$ cat src/inc/cbbc_defines.svh
// constants for the conditional branch / bit clear execution block
// assumes a 16-bit instruction word and an 8-bit data path
// ==========================================================
// Operation
// - upper byte E2 branches when carry set
// - upper byte E3 branches when carry clear
// - upper byte E6 branches when negative set
// - upper byte E7 branches when negative clear
// - upper byte E5 branches when overflow clear
// - taken target is incremented counter plus 2n
// - one cycle untaken, two cycles taken
// - phases decode, read, process, write; then wrap back to decode
// - access select zero uses access bank
// - access select one uses bank select register
// - extended set, a zero, f<=95 uses indexed
// - upper byte E1 branches when zero clear
`ifndef CBBC_DEFINES_SVH
`define CBBC_DEFINES_SVH

// ==========================================================
// opcodes
`define CBBC_OP_BR_CARRY_SET 8'hE2
`define CBBC_OP_BR_CARRY_CLR 8'hE3
`define CBBC_OP_BR_NEG_SET 8'hE6
`define CBBC_OP_BR_NEG_CLR 8'hE7
`define CBBC_OP_BR_OVF_CLR 8'hE5
`define CBBC_OP_BR_ZERO_CLR 8'hE1
`define CBBC_OP_BIT_CLEAR 4'h9

// ==========================================================
// field positions
`define CBBC_F_BIT_HI 11
`define CBBC_F_BIT_LO 9
`define CBBC_F_ACCESS 8
`define CBBC_INDEXED_MAX 8'h5F

// ==========================================================
// reset values and counts
`define CBBC_PC_RESET 21'h000000
`define CBBC_PC_STEP 21'h000002
`define CBBC_PHASES 4

`endif

$ cat src/inc/cbbc_pkg.sv
// types for the conditional branch / bit clear execution block
// assumes the defines header is included by the users
package cbbc_pkg;

  typedef enum logic [1:0] {
    CBBC_Q1,
    CBBC_Q2,
    CBBC_Q3,
    CBBC_Q4
  } cbbc_phase_t;

  typedef enum logic [2:0] {
    CBBC_K_NONE,
    CBBC_K_BRANCH,
    CBBC_K_BIT_CLEAR
  } cbbc_kind_t;

endpackage

$ cat src/hw/cbbc_phase_gen.sv
// four-phase generator dividing each instruction cycle
// assumes a synchronous active-low reset from the core
`timescale 1ns/10ps
module cbbc_phase_gen (
  // clock and reset
  input wire logic SYS_CLK,
  input wire logic RST_N,
  // phase
  output cbbc_pkg::cbbc_phase_t phase,
  output logic cycle_end
);

  cbbc_pkg::cbbc_phase_t phase_q;
  cbbc_pkg::cbbc_phase_t phase_d;

  always_comb begin
    case (phase_q)
      cbbc_pkg::CBBC_Q1: phase_d = cbbc_pkg::CBBC_Q2;
      cbbc_pkg::CBBC_Q2: phase_d = cbbc_pkg::CBBC_Q3;
      cbbc_pkg::CBBC_Q3: phase_d = cbbc_pkg::CBBC_Q4;
      default: phase_d = cbbc_pkg::CBBC_Q1;
    endcase
  end

  always_ff @(posedge SYS_CLK) begin
    if (!RST_N) begin
      phase_q <= cbbc_pkg::CBBC_Q1;
    end else begin
      phase_q <= phase_d;
    end
  end

  assign phase = phase_q;
  assign cycle_end = (phase_q == cbbc_pkg::CBBC_Q4);

endmodule

$ cat src/hw/cbbc_exec.sv
// execution sequencing for conditional short branches and bit clear
// assumes the instruction word is held stable for the whole cycle
// and that the core fetches at PC when INSTR_TAKE pulses
`include "cbbc_defines.svh"
`timescale 1ns/10ps
module cbbc_exec #(
  parameter int PC_W = 21
) (
  // clock and reset
  input wire logic SYS_CLK,
  input wire logic RST_N,
  // instruction
  input wire logic [15:0] INSTR,
  input wire logic INSTR_VALID,
  output logic INSTR_TAKE,
  // status flags from the core
  input wire logic FLAG_CARRY,
  input wire logic FLAG_NEG,
  input wire logic FLAG_OVF,
  input wire logic FLAG_ZERO,
  input wire logic EXT_SET_EN,
  // bank selection
  input wire logic [5:0] BANK_SEL,
  input wire logic [7:0] INDEX_BASE,
  // program counter
  output logic [PC_W-1:0] PC,
  output logic PC_WRITE,
  output logic FLAGS_WE,
  // file register port
  output logic [13:0] FILE_ADDR,
  output logic FILE_RD,
  input wire logic [7:0] FILE_RDATA,
  output logic FILE_WR,
  output logic [7:0] FILE_WDATA,
  // phase view
  output logic [1:0] PHASE,
  output logic FLUSH
);

  // ==========================================================
  // functions
  function automatic logic [PC_W-1:0] branch_target(
    input logic [PC_W-1:0] pc_inc,
    input logic [7:0] n
  );
    logic [PC_W-1:0] off;
    off = {{(PC_W-9){n[7]}}, n, 1'b0};
    branch_target = pc_inc + off;
  endfunction

  // ==========================================================
  // phase generator
  cbbc_pkg::cbbc_phase_t phase;
  logic cycle_end;

  cbbc_phase_gen u_phase (
    .SYS_CLK(SYS_CLK),
    .RST_N(RST_N),
    .phase(phase),
    .cycle_end(cycle_end)
  );

  // ==========================================================
  // decode
  wire [7:0] op_hi = INSTR[15:8];
  wire [7:0] lit_n = INSTR[7:0];
  wire is_carry_set = (op_hi == `CBBC_OP_BR_CARRY_SET);
  wire is_carry_clr = (op_hi == `CBBC_OP_BR_CARRY_CLR);
  wire is_neg_set = (op_hi == `CBBC_OP_BR_NEG_SET);
  wire is_neg_clr = (op_hi == `CBBC_OP_BR_NEG_CLR);
  wire is_ovf_clr = (op_hi == `CBBC_OP_BR_OVF_CLR);
  wire is_zero_clr = (op_hi == `CBBC_OP_BR_ZERO_CLR);
  wire is_branch = is_carry_set | is_carry_clr | is_neg_set | is_neg_clr
    | is_ovf_clr | is_zero_clr;
  wire is_bclr = (INSTR[15:12] == `CBBC_OP_BIT_CLEAR);
  wire cond_true = (is_carry_set & FLAG_CARRY)
    | (is_carry_clr & ~FLAG_CARRY)
    | (is_neg_set & FLAG_NEG)
    | (is_neg_clr & ~FLAG_NEG)
    | (is_ovf_clr & ~FLAG_OVF)
    | (is_zero_clr & ~FLAG_ZERO);

  // ==========================================================
  // bit clear addressing
  wire [2:0] bit_sel = INSTR[`CBBC_F_BIT_HI:`CBBC_F_BIT_LO];
  wire acc_sel = INSTR[`CBBC_F_ACCESS];
  wire [7:0] f_addr = INSTR[7:0];
  wire use_indexed = ~acc_sel & EXT_SET_EN
    & (f_addr <= `CBBC_INDEXED_MAX);
  // access bank: low half in bank 0, upper half in the top bank
  wire [13:0] acc_addr = f_addr[7] ? {6'h3F, f_addr}
    : {6'h00, f_addr};
  wire [13:0] bank_addr = {BANK_SEL, f_addr};
  wire [13:0] idx_addr = {6'h00, INDEX_BASE} + {6'h00, f_addr};
  wire [13:0] sel_addr = use_indexed ? idx_addr
    : (acc_sel ? bank_addr : acc_addr);
  wire [7:0] clr_mask = ~(8'h01 << bit_sel);

  // ==========================================================
  // cycle state
  logic [PC_W-1:0] pc_q, pc_d;
  logic flush_q, flush_d;
  logic [7:0] n_q, n_d;
  logic taken_q, taken_d;
  logic bclr_q, bclr_d;
  logic [7:0] fdata_q, fdata_d;
  logic [13:0] faddr_q, faddr_d;

  wire in_q1 = (phase == cbbc_pkg::CBBC_Q1);
  wire in_q2 = (phase == cbbc_pkg::CBBC_Q2);
  wire in_q3 = (phase == cbbc_pkg::CBBC_Q3);
  wire in_q4 = (phase == cbbc_pkg::CBBC_Q4);
  wire active = INSTR_VALID & ~flush_q;
  wire [PC_W-1:0] pc_inc = pc_q + PC_W'(`CBBC_PC_STEP);

  // decode in Q1, latch literal in Q2, resolve in Q3, write in Q4
  always_comb begin
    n_d = n_q;
    taken_d = taken_q;
    bclr_d = bclr_q;
    fdata_d = fdata_q;
    faddr_d = faddr_q;
    if (in_q1) begin
      bclr_d = active & is_bclr;
      taken_d = 1'b0;
      faddr_d = sel_addr;
    end
    if (in_q2) begin
      n_d = lit_n;
      if (bclr_q) begin
        fdata_d = FILE_RDATA;
      end
    end
    if (in_q3) begin
      taken_d = active & is_branch & cond_true;
      if (bclr_q) begin
        fdata_d = fdata_q & clr_mask;
      end
    end
  end

  always_comb begin
    pc_d = pc_q;
    flush_d = flush_q;
    if (in_q4) begin
      if (flush_q) begin
        flush_d = 1'b0;
      end else if (taken_q) begin
        pc_d = branch_target(pc_inc, n_q);
        flush_d = 1'b1;
      end else if (INSTR_VALID) begin
        pc_d = pc_inc;
      end
    end
  end

  always_ff @(posedge SYS_CLK) begin
    if (!RST_N) begin
      pc_q <= PC_W'(`CBBC_PC_RESET);
      flush_q <= 1'b0;
      n_q <= 8'h00;
      taken_q <= 1'b0;
      bclr_q <= 1'b0;
      fdata_q <= 8'h00;
      faddr_q <= 14'h0000;
    end else begin
      pc_q <= pc_d;
      flush_q <= flush_d;
      n_q <= n_d;
      taken_q <= taken_d;
      bclr_q <= bclr_d;
      fdata_q <= fdata_d;
      faddr_q <= faddr_d;
    end
  end

  // ==========================================================
  // outputs
  assign PC = pc_q;
  assign PC_WRITE = in_q4 & taken_q & ~flush_q;
  assign INSTR_TAKE = in_q4 & ~flush_q & INSTR_VALID;
  // neither branches nor bit clear ever touch the status flags
  assign FLAGS_WE = 1'b0;
  assign FILE_ADDR = faddr_q;
  assign FILE_RD = in_q2 & bclr_q;
  assign FILE_WR = in_q4 & bclr_q;
  assign FILE_WDATA = fdata_q;
  assign PHASE = phase;
  assign FLUSH = flush_q;

  // ==========================================================
  // checks
  // flags are sampled on the Q3 edge, so the decision shows on the Q4 edge
  a_taken_target: assert property (
    @(posedge SYS_CLK) disable iff (!RST_N)
    PC_WRITE |=> (PC == branch_target($past(pc_inc), $past(n_q))))
    else $error("branch target wrong");

  a_taken_two_cycles: assert property (
    @(posedge SYS_CLK) disable iff (!RST_N)
    PC_WRITE |=> FLUSH [*4] ##1 !FLUSH)
    else $error("taken branch not two cycles");

  a_untaken_step: assert property (
    @(posedge SYS_CLK) disable iff (!RST_N)
    (INSTR_TAKE && !PC_WRITE) |=> (PC == $past(pc_inc)))
    else $error("fall through wrong");

  a_untaken_no_flush: assert property (
    @(posedge SYS_CLK) disable iff (!RST_N)
    (INSTR_TAKE && !PC_WRITE) |=> !FLUSH)
    else $error("untaken branch lost a cycle");

  a_flush_quiet: assert property (
    @(posedge SYS_CLK) disable iff (!RST_N)
    FLUSH |-> !PC_WRITE && !FILE_WR && !INSTR_TAKE)
    else $error("operation during no-op cycle");

  a_phase_order: assert property (
    @(posedge SYS_CLK) disable iff (!RST_N)
    (PHASE == 2'h3) |=> (PHASE == 2'h0))
    else $error("phase did not wrap");

  a_reset_state: assert property (
    @(posedge SYS_CLK)
    !RST_N |=> (PHASE == 2'h0 && !FLUSH && PC == '0 && !FILE_WR))
    else $error("reset state wrong");

  a_carry_set: assert property (
    @(posedge SYS_CLK) disable iff (!RST_N)
    (in_q3 && active && is_carry_set && !FLAG_CARRY) |=> !PC_WRITE)
    else $error("carry branch taken wrongly");

  a_carry_set_take: assert property (
    @(posedge SYS_CLK) disable iff (!RST_N)
    (in_q3 && active && is_carry_set && FLAG_CARRY) |=> PC_WRITE)
    else $error("carry branch not taken");

  a_carry_clear: assert property (
    @(posedge SYS_CLK) disable iff (!RST_N)
    (in_q3 && active && is_carry_clr) |=> (PC_WRITE == !$past(FLAG_CARRY)))
    else $error("carry-clear branch wrong");

  a_neg_set: assert property (
    @(posedge SYS_CLK) disable iff (!RST_N)
    (in_q3 && active && is_neg_set) |=> (PC_WRITE == $past(FLAG_NEG)))
    else $error("negative branch wrong");

  a_neg_clear: assert property (
    @(posedge SYS_CLK) disable iff (!RST_N)
    (in_q3 && active && is_neg_clr) |=> (PC_WRITE == !$past(FLAG_NEG)))
    else $error("negative-clear branch wrong");

  a_ovf_clear: assert property (
    @(posedge SYS_CLK) disable iff (!RST_N)
    (in_q3 && active && is_ovf_clr) |=> (PC_WRITE == !$past(FLAG_OVF)))
    else $error("overflow-clear branch wrong");

  a_zero_clear: assert property (
    @(posedge SYS_CLK) disable iff (!RST_N)
    (in_q3 && active && is_zero_clr && !FLAG_ZERO) |=> PC_WRITE)
    else $error("zero-clear branch not taken");

  a_zero_set_hold: assert property (
    @(posedge SYS_CLK) disable iff (!RST_N)
    (in_q3 && active && is_zero_clr && FLAG_ZERO) |=> !PC_WRITE)
    else $error("zero-clear branch taken wrongly");

  a_bclr_write: assert property (
    @(posedge SYS_CLK) disable iff (!RST_N)
    FILE_RD |-> ##2 (FILE_WR &&
      FILE_WDATA == ($past(FILE_RDATA, 2) & $past(clr_mask, 1))))
    else $error("bit clear data wrong");

  a_bclr_one_rd: assert property (
    @(posedge SYS_CLK) disable iff (!RST_N)
    FILE_RD |=> !FILE_RD [*3])
    else $error("more than one read per cycle");

  a_branch_no_write: assert property (
    @(posedge SYS_CLK) disable iff (!RST_N)
    (in_q1 && active && is_branch) |=> ##2 !FILE_WR)
    else $error("branch wrote a file register");

  a_access_bank: assert property (
    @(posedge SYS_CLK) disable iff (!RST_N)
    (in_q1 && active && is_bclr && !acc_sel
      && (!EXT_SET_EN || f_addr > `CBBC_INDEXED_MAX)) |=>
      FILE_ADDR == {($past(f_addr[7]) ? 6'h3F : 6'h00), $past(f_addr)})
    else $error("access bank address wrong");

  a_bank_select: assert property (
    @(posedge SYS_CLK) disable iff (!RST_N)
    (in_q1 && active && is_bclr && acc_sel) |=>
      FILE_ADDR == {$past(BANK_SEL), $past(f_addr)})
    else $error("bank select not used");

  a_indexed_addr: assert property (
    @(posedge SYS_CLK) disable iff (!RST_N)
    (in_q1 && active && is_bclr && !acc_sel && EXT_SET_EN
      && f_addr <= `CBBC_INDEXED_MAX) |=>
      FILE_ADDR == {6'h00, $past(INDEX_BASE)} + {6'h00, $past(f_addr)})
    else $error("indexed address wrong");

  a_no_flags: assert property (
    @(posedge SYS_CLK) disable iff (!RST_N)
    !FLAGS_WE)
    else $error("flags written");

endmodule

$ cat config.mk
export PLATFORM = sky130hd
export DESIGN_NAME = cbbc_exec
export DESIGN_NICKNAME = d
export VERILOG_FILES = /design/src/inc/cbbc_pkg.sv /design/src/hw/cbbc_phase_gen.sv /design/src/hw/cbbc_exec.sv
export VERILOG_INCLUDE_DIRS = /design/src /design/src/inc
export SDC_FILE = /design/constraint.sdc
export NUM_CORES = 1
export LEC_CHECK = 0
export ABC_AREA = 1
export BUFFER_PORTS_ARGS = -buffer_cell sky130_fd_sc_hd__buf_4
export CAP_MARGIN = 20
export CORE_AREA = 4 4 106 108
export DETAILED_ROUTE_END_ITERATION = 8
export DIE_AREA = 0 0 110 112
export GPL_TIMING_DRIVEN = 1
export PLACE_DENSITY = 0.67
export SLEW_MARGIN = 20
export SYNTH_ARGS = -nofsm -noshare
export SYNTH_HDL_FRONTEND = slang
export SYNTH_SLANG_ARGS = --single-unit
$ cat constraint.sdc
create_clock -name SYS_CLK -period 3.1 [get_ports SYS_CLK]
set_input_delay 0 -clock SYS_CLK [delete_from_list [all_inputs] [get_ports SYS_CLK]]
set_output_delay 0 -clock SYS_CLK [all_outputs]
set_load 0.005 [all_outputs]
==> metrics.md, run 1 <==
| Metric | Value |
|---|---|
| CTS tree | built |
| Post-synth EDFFs | 0 |
| HPWL after DPL | 11.13 mm |
| Initial antenna violation count | 0 |
| Tot Pwr | 2.331 mW |
| Mux share of post-synthesis cell area | 0.2207% |
| Worst path most repeated cell | nand2_1 |
| Cells after Synth | 713 |
| Post-DR vias/cell | 5.264 |
| Crit path DAT | 3020 ps |
| I/O Pins | 97 |
| First-pass GRT wire length | 23.46 mm |
| Vias in the first global route | 4860 |
| Routed Antenna Nets | 0 |
| Critical path class | flip-flop to flip-flop |
| Synth Area in Compound Gates | 18.15% |
| DRC violations left | 0 |
| Hold/Removal Path Class | primary input to flip-flop |
| Critical path capture point type | flip-flop |
| Final instance area | 5694 sq um |
| Predominant post-synthesis flop cell | dfxtp_1 |
| Max Fclk | 356.3 MHz |
| Total core area | 10230 sq um |
| XOR/XNOR Fraction of Synth Area | 3.614% |
| Fraction of registers with async set/reset | 0% |
| Critical path's largest stage delay | 400 ps |
| Top cell type's share of synthesized area | 24.28% |
| PD cells | 409.4 nW/um^2 |
| Number of fillers in the final layout | 982 |
| Largest family of logic cells by synthesized area | simple AND/OR/NAND/NOR gates |
| Total number of H-tree levels | 2 |
| VDD IR-drop max | 0.2846 mV |
| RD Place Congestion | 0.9944 |
| Drt pass-1 iters | 5 |
| Cell family with most CP delay | simple AND/OR/NAND/NOR gates |
| Routed Wire Length | 14.24 mm |
| Overall die width | 110 um |
| Simple-Gate Fraction of Synth Area | 32.36% |
| Reg2Reg Setup Slack | 290 ps |
| Post-synth top area cell | dfxtp_1 |
| Final net count | 906 |
| Drt wl/cell | 14.85 um |
| Seq cells post-synth | 55 |
| Post-Place Cell Area | 5383 sq um |
| Cts bufs inserted | 5 |
| Port Buf Inserts | 94 |
| Hold WS | 24.24 ps |
| Worst-skew pair later-pin latency | 330 ps |
| Initial Util | 44.33% |
| Post-Synthesis Cell Area | 4536 sq um |
| All-layer global routing usage | 23.61% |
| Syn-to-layout area delta | 25.54% |
| Top-count cell post-synth | nand2_1 |
| Initial DRC Count | 386 |
| Post-synthesis sequential area ratio | 24.28% |
| Grt total ovfl | 0 |
| Worst-margin pin slew | 805.5 ps |
| CP required | 3310 ps |
| CP cell instances | ha_2 -> nand3_2 -> nor2_4 -> buf_4 -> xor2_1 -> ha_1 -> nand2_1 -> inv_1 -> nand2_1 -> nand2_1 -> inv_1 -> nand2_1 -> a21oi_1 -> a21oi_1 -> o21ai_0 -> a21oi_1 |
| YS warnings | 0 |
| Worst path bufs/invs | 3 |
| Fin crit share | 90.53% |
| Die Span Y | 112 um |
| Top post-synthesis cells by area | dfxtp_1, nand2_1, ha_1 |
| CTS Buffer Depth | 2 |
| Area of the die | 12320 sq um |
| Final Hold Fails | 0 |
| Pin count of the biggest net entering global routing | 44 |
| Vias | 5048 |
| Antenna diodes | 0 |
| Final slew viol count | 0 |
| Synth Area in Adders | 10.81% |
| CTS clk-pin slew, worst paths | 120 ps |
| CTS Root Cell | clkbuf_8 |
| Status | completed |
| Post-synth cell types | 42 |
| Share of layout cells above drive strength 1 | 17.74% |
| Setup crit start kind | flip-flop |
| Max_cap viols | 0 |
| Max-slew headroom | 46.24% |
| CP max stage cell | dfxtp_1 |
| CP max FO | 6 |
| Worst Setup Slack, final | 293.5 ps |
| Final setup viols | 0 |
| Leak Pwr | 2.943 nW |
| Min Tclk post-route | 2807 ps |
| Post-synth top cells | nand2_1, inv_1, a21oi_1 |
| Syn Area/Cell | 6.361 sq um |
| Dpl ws | 333.7 ps |
| Max Clock Skew | 11.74 ps |
| # rows | 37 |
| Sink Count | 55 |
## state kept, by name (all words and copies together), names as in the netlist
| register | cells |
|---|---|
| taken_q | 1 |
| FLUSH | 1 |
| u_phase.phase | 2 |
| n_q | 8 |
| FILE_WDATA | 8 |
| PC | 20 |
| bclr_q | 1 |
| FILE_ADDR | 14 |
## layout make-up
type,instances,area (sq um),area share (%)
clock buffer,5,68.82,1.209
sequential,55,1106,19.42
timing repair buffer,123,968.4,17.01
inverter,100,375.4,6.592
multi-input combinational,537,2972,52.19
clock inverter,3,33.78,0.5933
tap,136,170.2,2.988
## worst paths after layout
check / endpoint / startpoint / cells after the start
hold / removal: taken_q / INSTR[11] / 4
setup reg to reg: PC[12] / PC[1] / 16
setup / recovery: PC[12] / PC[1] / 16
hold reg to reg: FILE_ADDR[6] / FILE_ADDR[6] / 2
## stage by stage
step,std cells,utilization (%),TNS (ps)
after floorplan,714,-,0
after global placement,931,52.61,0
after detailed placement,931,52.61,0
after CTS,957,55.37,0
after global routing,959,55.66,-2.740
final,959,55.66,0
## where the power goes
| group | internal, mW | switching [mW] | leakage [nW] |
|---|---|---|---|
| combinational | 0.401 | 0.528 | 2.44 |
| sequential | 0.822 | 0.119 | 0.452 |
| clock | 0.171 | 0.289 | 0.0515 |
## layer usage
metal / share of wire, % / global-route usage (%) / wire length [um]
met1: 44 / 32.00 / 6198
met2: 45 / 37.66 / 6476
met3: 8.8 / 4.928 / 1259
met4: 2.1 / 6.567 / 305
met5: 0 / 0 / 0
## cells by family after synthesis
group	count (synthesis)
adder cells (fa/ha/maj)	38
flip-flops	55
AO/OA/AOI/OAI	149
other	1
AND/OR/NAND/NOR	330
buffers and inverters	122
XOR/XNOR	17
multiplexers	1
## worst register-to-register path, stage by stage (launching register included)
cell and delay [ps]:
dfxtp_1 400, ha_2 250, nand3_2 130, nor2_4 230, buf_4 140, xor2_1 220
ha_1 320, nand2_1 140, inv_1 50, nand2_1 60, nand2_1 80, inv_1 60
nand2_1 130, a21oi_1 230, a21oi_1 80, o21ai_0 110, a21oi_1 80
## cell usage in the layout, fill, tap and decap left out, types with 10 or more instances in the layout
cell	instances
dfxtp_1	51
a21oi_1	61
a31oi_1	10
nand2_1	184
o21ai_0	48
inv_1	98
dlygate4sd3_1	18
nand3_1	51
o211ai_1	12
nor2_1	47
buf_4	105
ha_1	35
nor3_1	11
## what timing repair did
action | in CTS | in global routing
hold buffers | 18 | 0
endpoints found under the setup margin | 0 | 2
setup buffers | 0 | 2
endpoints found under the hold margin | 19 | 0
resized for setup | 0 | 7
(Power assumes the default switching activity.)
==> inputs of run 2 (changes only) <==
SYNTH_HIERARCHICAL = 1   (was not set)
==> metrics.md, run 2 <==
| Metric | Value |
|---|---|
| Status | completed |
| Total number of H-tree levels | 2 |
| Final setup viols | 0 |
| Pin count of the biggest net entering global routing | 37 |
| Critical path capture point type | flip-flop |
| Final instance area | 5731 sq um |
| Max Clock Skew | 10.72 ps |
| Initial antenna violation count | 0 |
| Multi-input logic area | 2963 sq um |
| Post-DR vias/cell | 5.157 |
| Max-slew headroom | 48.83% |
| CTS Root Cell | clkbuf_8 |
| Syn-to-layout area delta | 26.00% |
| Worst-skew pair later-pin latency | 320 ps |
| Number of fillers in the final layout | 999 |
| CTS Buffer Depth | 2 |
| YS warnings | 6 |
| # rows | 37 |
| All-layer global routing usage | 23.70% |
| Port Buf Inserts | 94 |
| Post-Synthesis Cell Area | 4548 sq um |
| Largest register FFs | 20 |
| Drt wl/cell | 14.46 um |
| CTS clk-pin slew, worst paths | 110 ps |
| Hold/Removal Path Class | primary input to flip-flop |
| Final slew viol count | 0 |
| Die Span Y | 112 um |
| Vias in the first global route | 4952 |
| Post-Place Cell Area | 5386 sq um |
| Final net count | 926 |
| Most frequent cells in the layout | nand2_1, buf_4, inv_1, a21oi_1, nor2_1 |
| Overall die width | 110 um |
| Grt total ovfl | 0 |
| Most common cell after layout, fill and taps aside | nand2_1 |
| CTS tree | built |
| Worst-margin pin slew | 766.7 ps |
| Routed Antenna Nets | 0 |
| Sink Count | 55 |
| Initial Util | 44.45% |
| CP max FO | 5 |
| Cells after Synth | 729 |
| HPWL after DPL | 10.94 mm |
| Cts bufs inserted | 5 |
| Antenna diodes | 0 |
| Setup crit start kind | flip-flop |
| Syn Area/Cell | 6.239 sq um |
| Fin Setup TNS | 0 ps |
| Final Hold Fails | 0 |
| DRC violations left | 0 |
| I/O Pins | 97 |
| Routed Wire Length | 14.18 mm |
| VDD IR-drop max | 0.2858 mV |
| PD cells | 478.4 nW/um^2 |
| Max_cap viols | 0 |
| Max Fclk | 353.7 MHz |
| FF/Latch Area | 1101 sq um |
| RD Place Congestion | 0.9838 |
| Min Tclk post-route | 2827 ps |
| Vias | 5054 |
| Area of the die | 12320 sq um |
| CP required | 3360 ps |
| Total core area | 10230 sq um |
| First-pass GRT wire length | 23.65 mm |
| Crit path DAT | 3090 ps |
| Drt pass-1 iters | 5 |
| Critical path class | flip-flop to flip-flop |
| Fin crit share | 91.21% |
| Leak Pwr | 2.876 nW |
| Setup repair after global routing missed its margin | false |
| Initial DRC Count | 319 |
| Share of layout cells above drive strength 1 | 16.11% |
run 2: stage by stage:
stage	std cells	util [%]	hold slack, ps	worst slack (ps)	power [mW]
2_1_floorplan	730	-	93.45	720.8	1.781
6_report	980	56.01	30.75	272.6	2.742
5_1_grt	980	56.01	31.51	13.45	2.988
3_5_place_dp	948	52.65	264.0	272.9	2.272
3_3_place_gp	948	52.65	261.2	340.4	2.254
4_1_cts	980	55.94	11.86	231.2	2.749
run 2: area by class of cell:
cell class / count / share of cell area, %
clock inverters: 2 / 0.2402
inverters: 101 / 6.616
flip-flops and latches: 55 / 19.21
clock buffers: 6 / 1.441
well taps: 136 / 2.969
multi-input cells: 552 / 51.70
repair buffers: 128 / 17.82
run 2: metal layers:
metal / track usage, % / wire length, um / vias to the layer above
li1: - / - / 2587
met4: 7.814 / 432 / 0
met1: 30.38 / 6033 / 2268
met3: 5.043 / 1008 / 33
met2: 39.12 / 6699 / 166
met5: 0 / 0 / -
run 2: power by group:
part           total (mW)  switching (mW)  internal, mW
logic                1.30           0.756         0.540
clock network       0.446           0.262         0.184
registers            1.00           0.132         0.868
run 2: timing repair:
action | in CTS | in global routing
endpoints found under the setup margin | 0 | 3
hold buffers | 24 | 0
buffers inserted | 0 | 0
endpoints found under the hold margin | 23 | 0
gates resized for setup | 0 | 3
run 2: path summary, 6_finish.rpt:
path,startpoint,endpoint,depth (start not counted),slack [ps]
worst min register to register,FILE_WDATA[5],FILE_WDATA[5],2,470
worst max-delay path,PC[9],PC[20],15,270
worst max register to register,PC[9],PC[20],15,270
worst min-delay path,INSTR[8],FILE_ADDR[10],3,30
run 2: worst max-delay path, stage by stage, from the launching register on:
cell and delay, ps:
dfxtp_1 460, nand2_1 200, nor2_1 220, nand2_1 80, nor2_1 200, nand3_1 110
nand2_1 160, inv_1 60, ha_1 340, a21oi_1 220, nand2_1 100, a21oi_1 170
nand3_1 130, nand3_1 130, nand3_2 80, a21oi_2 120
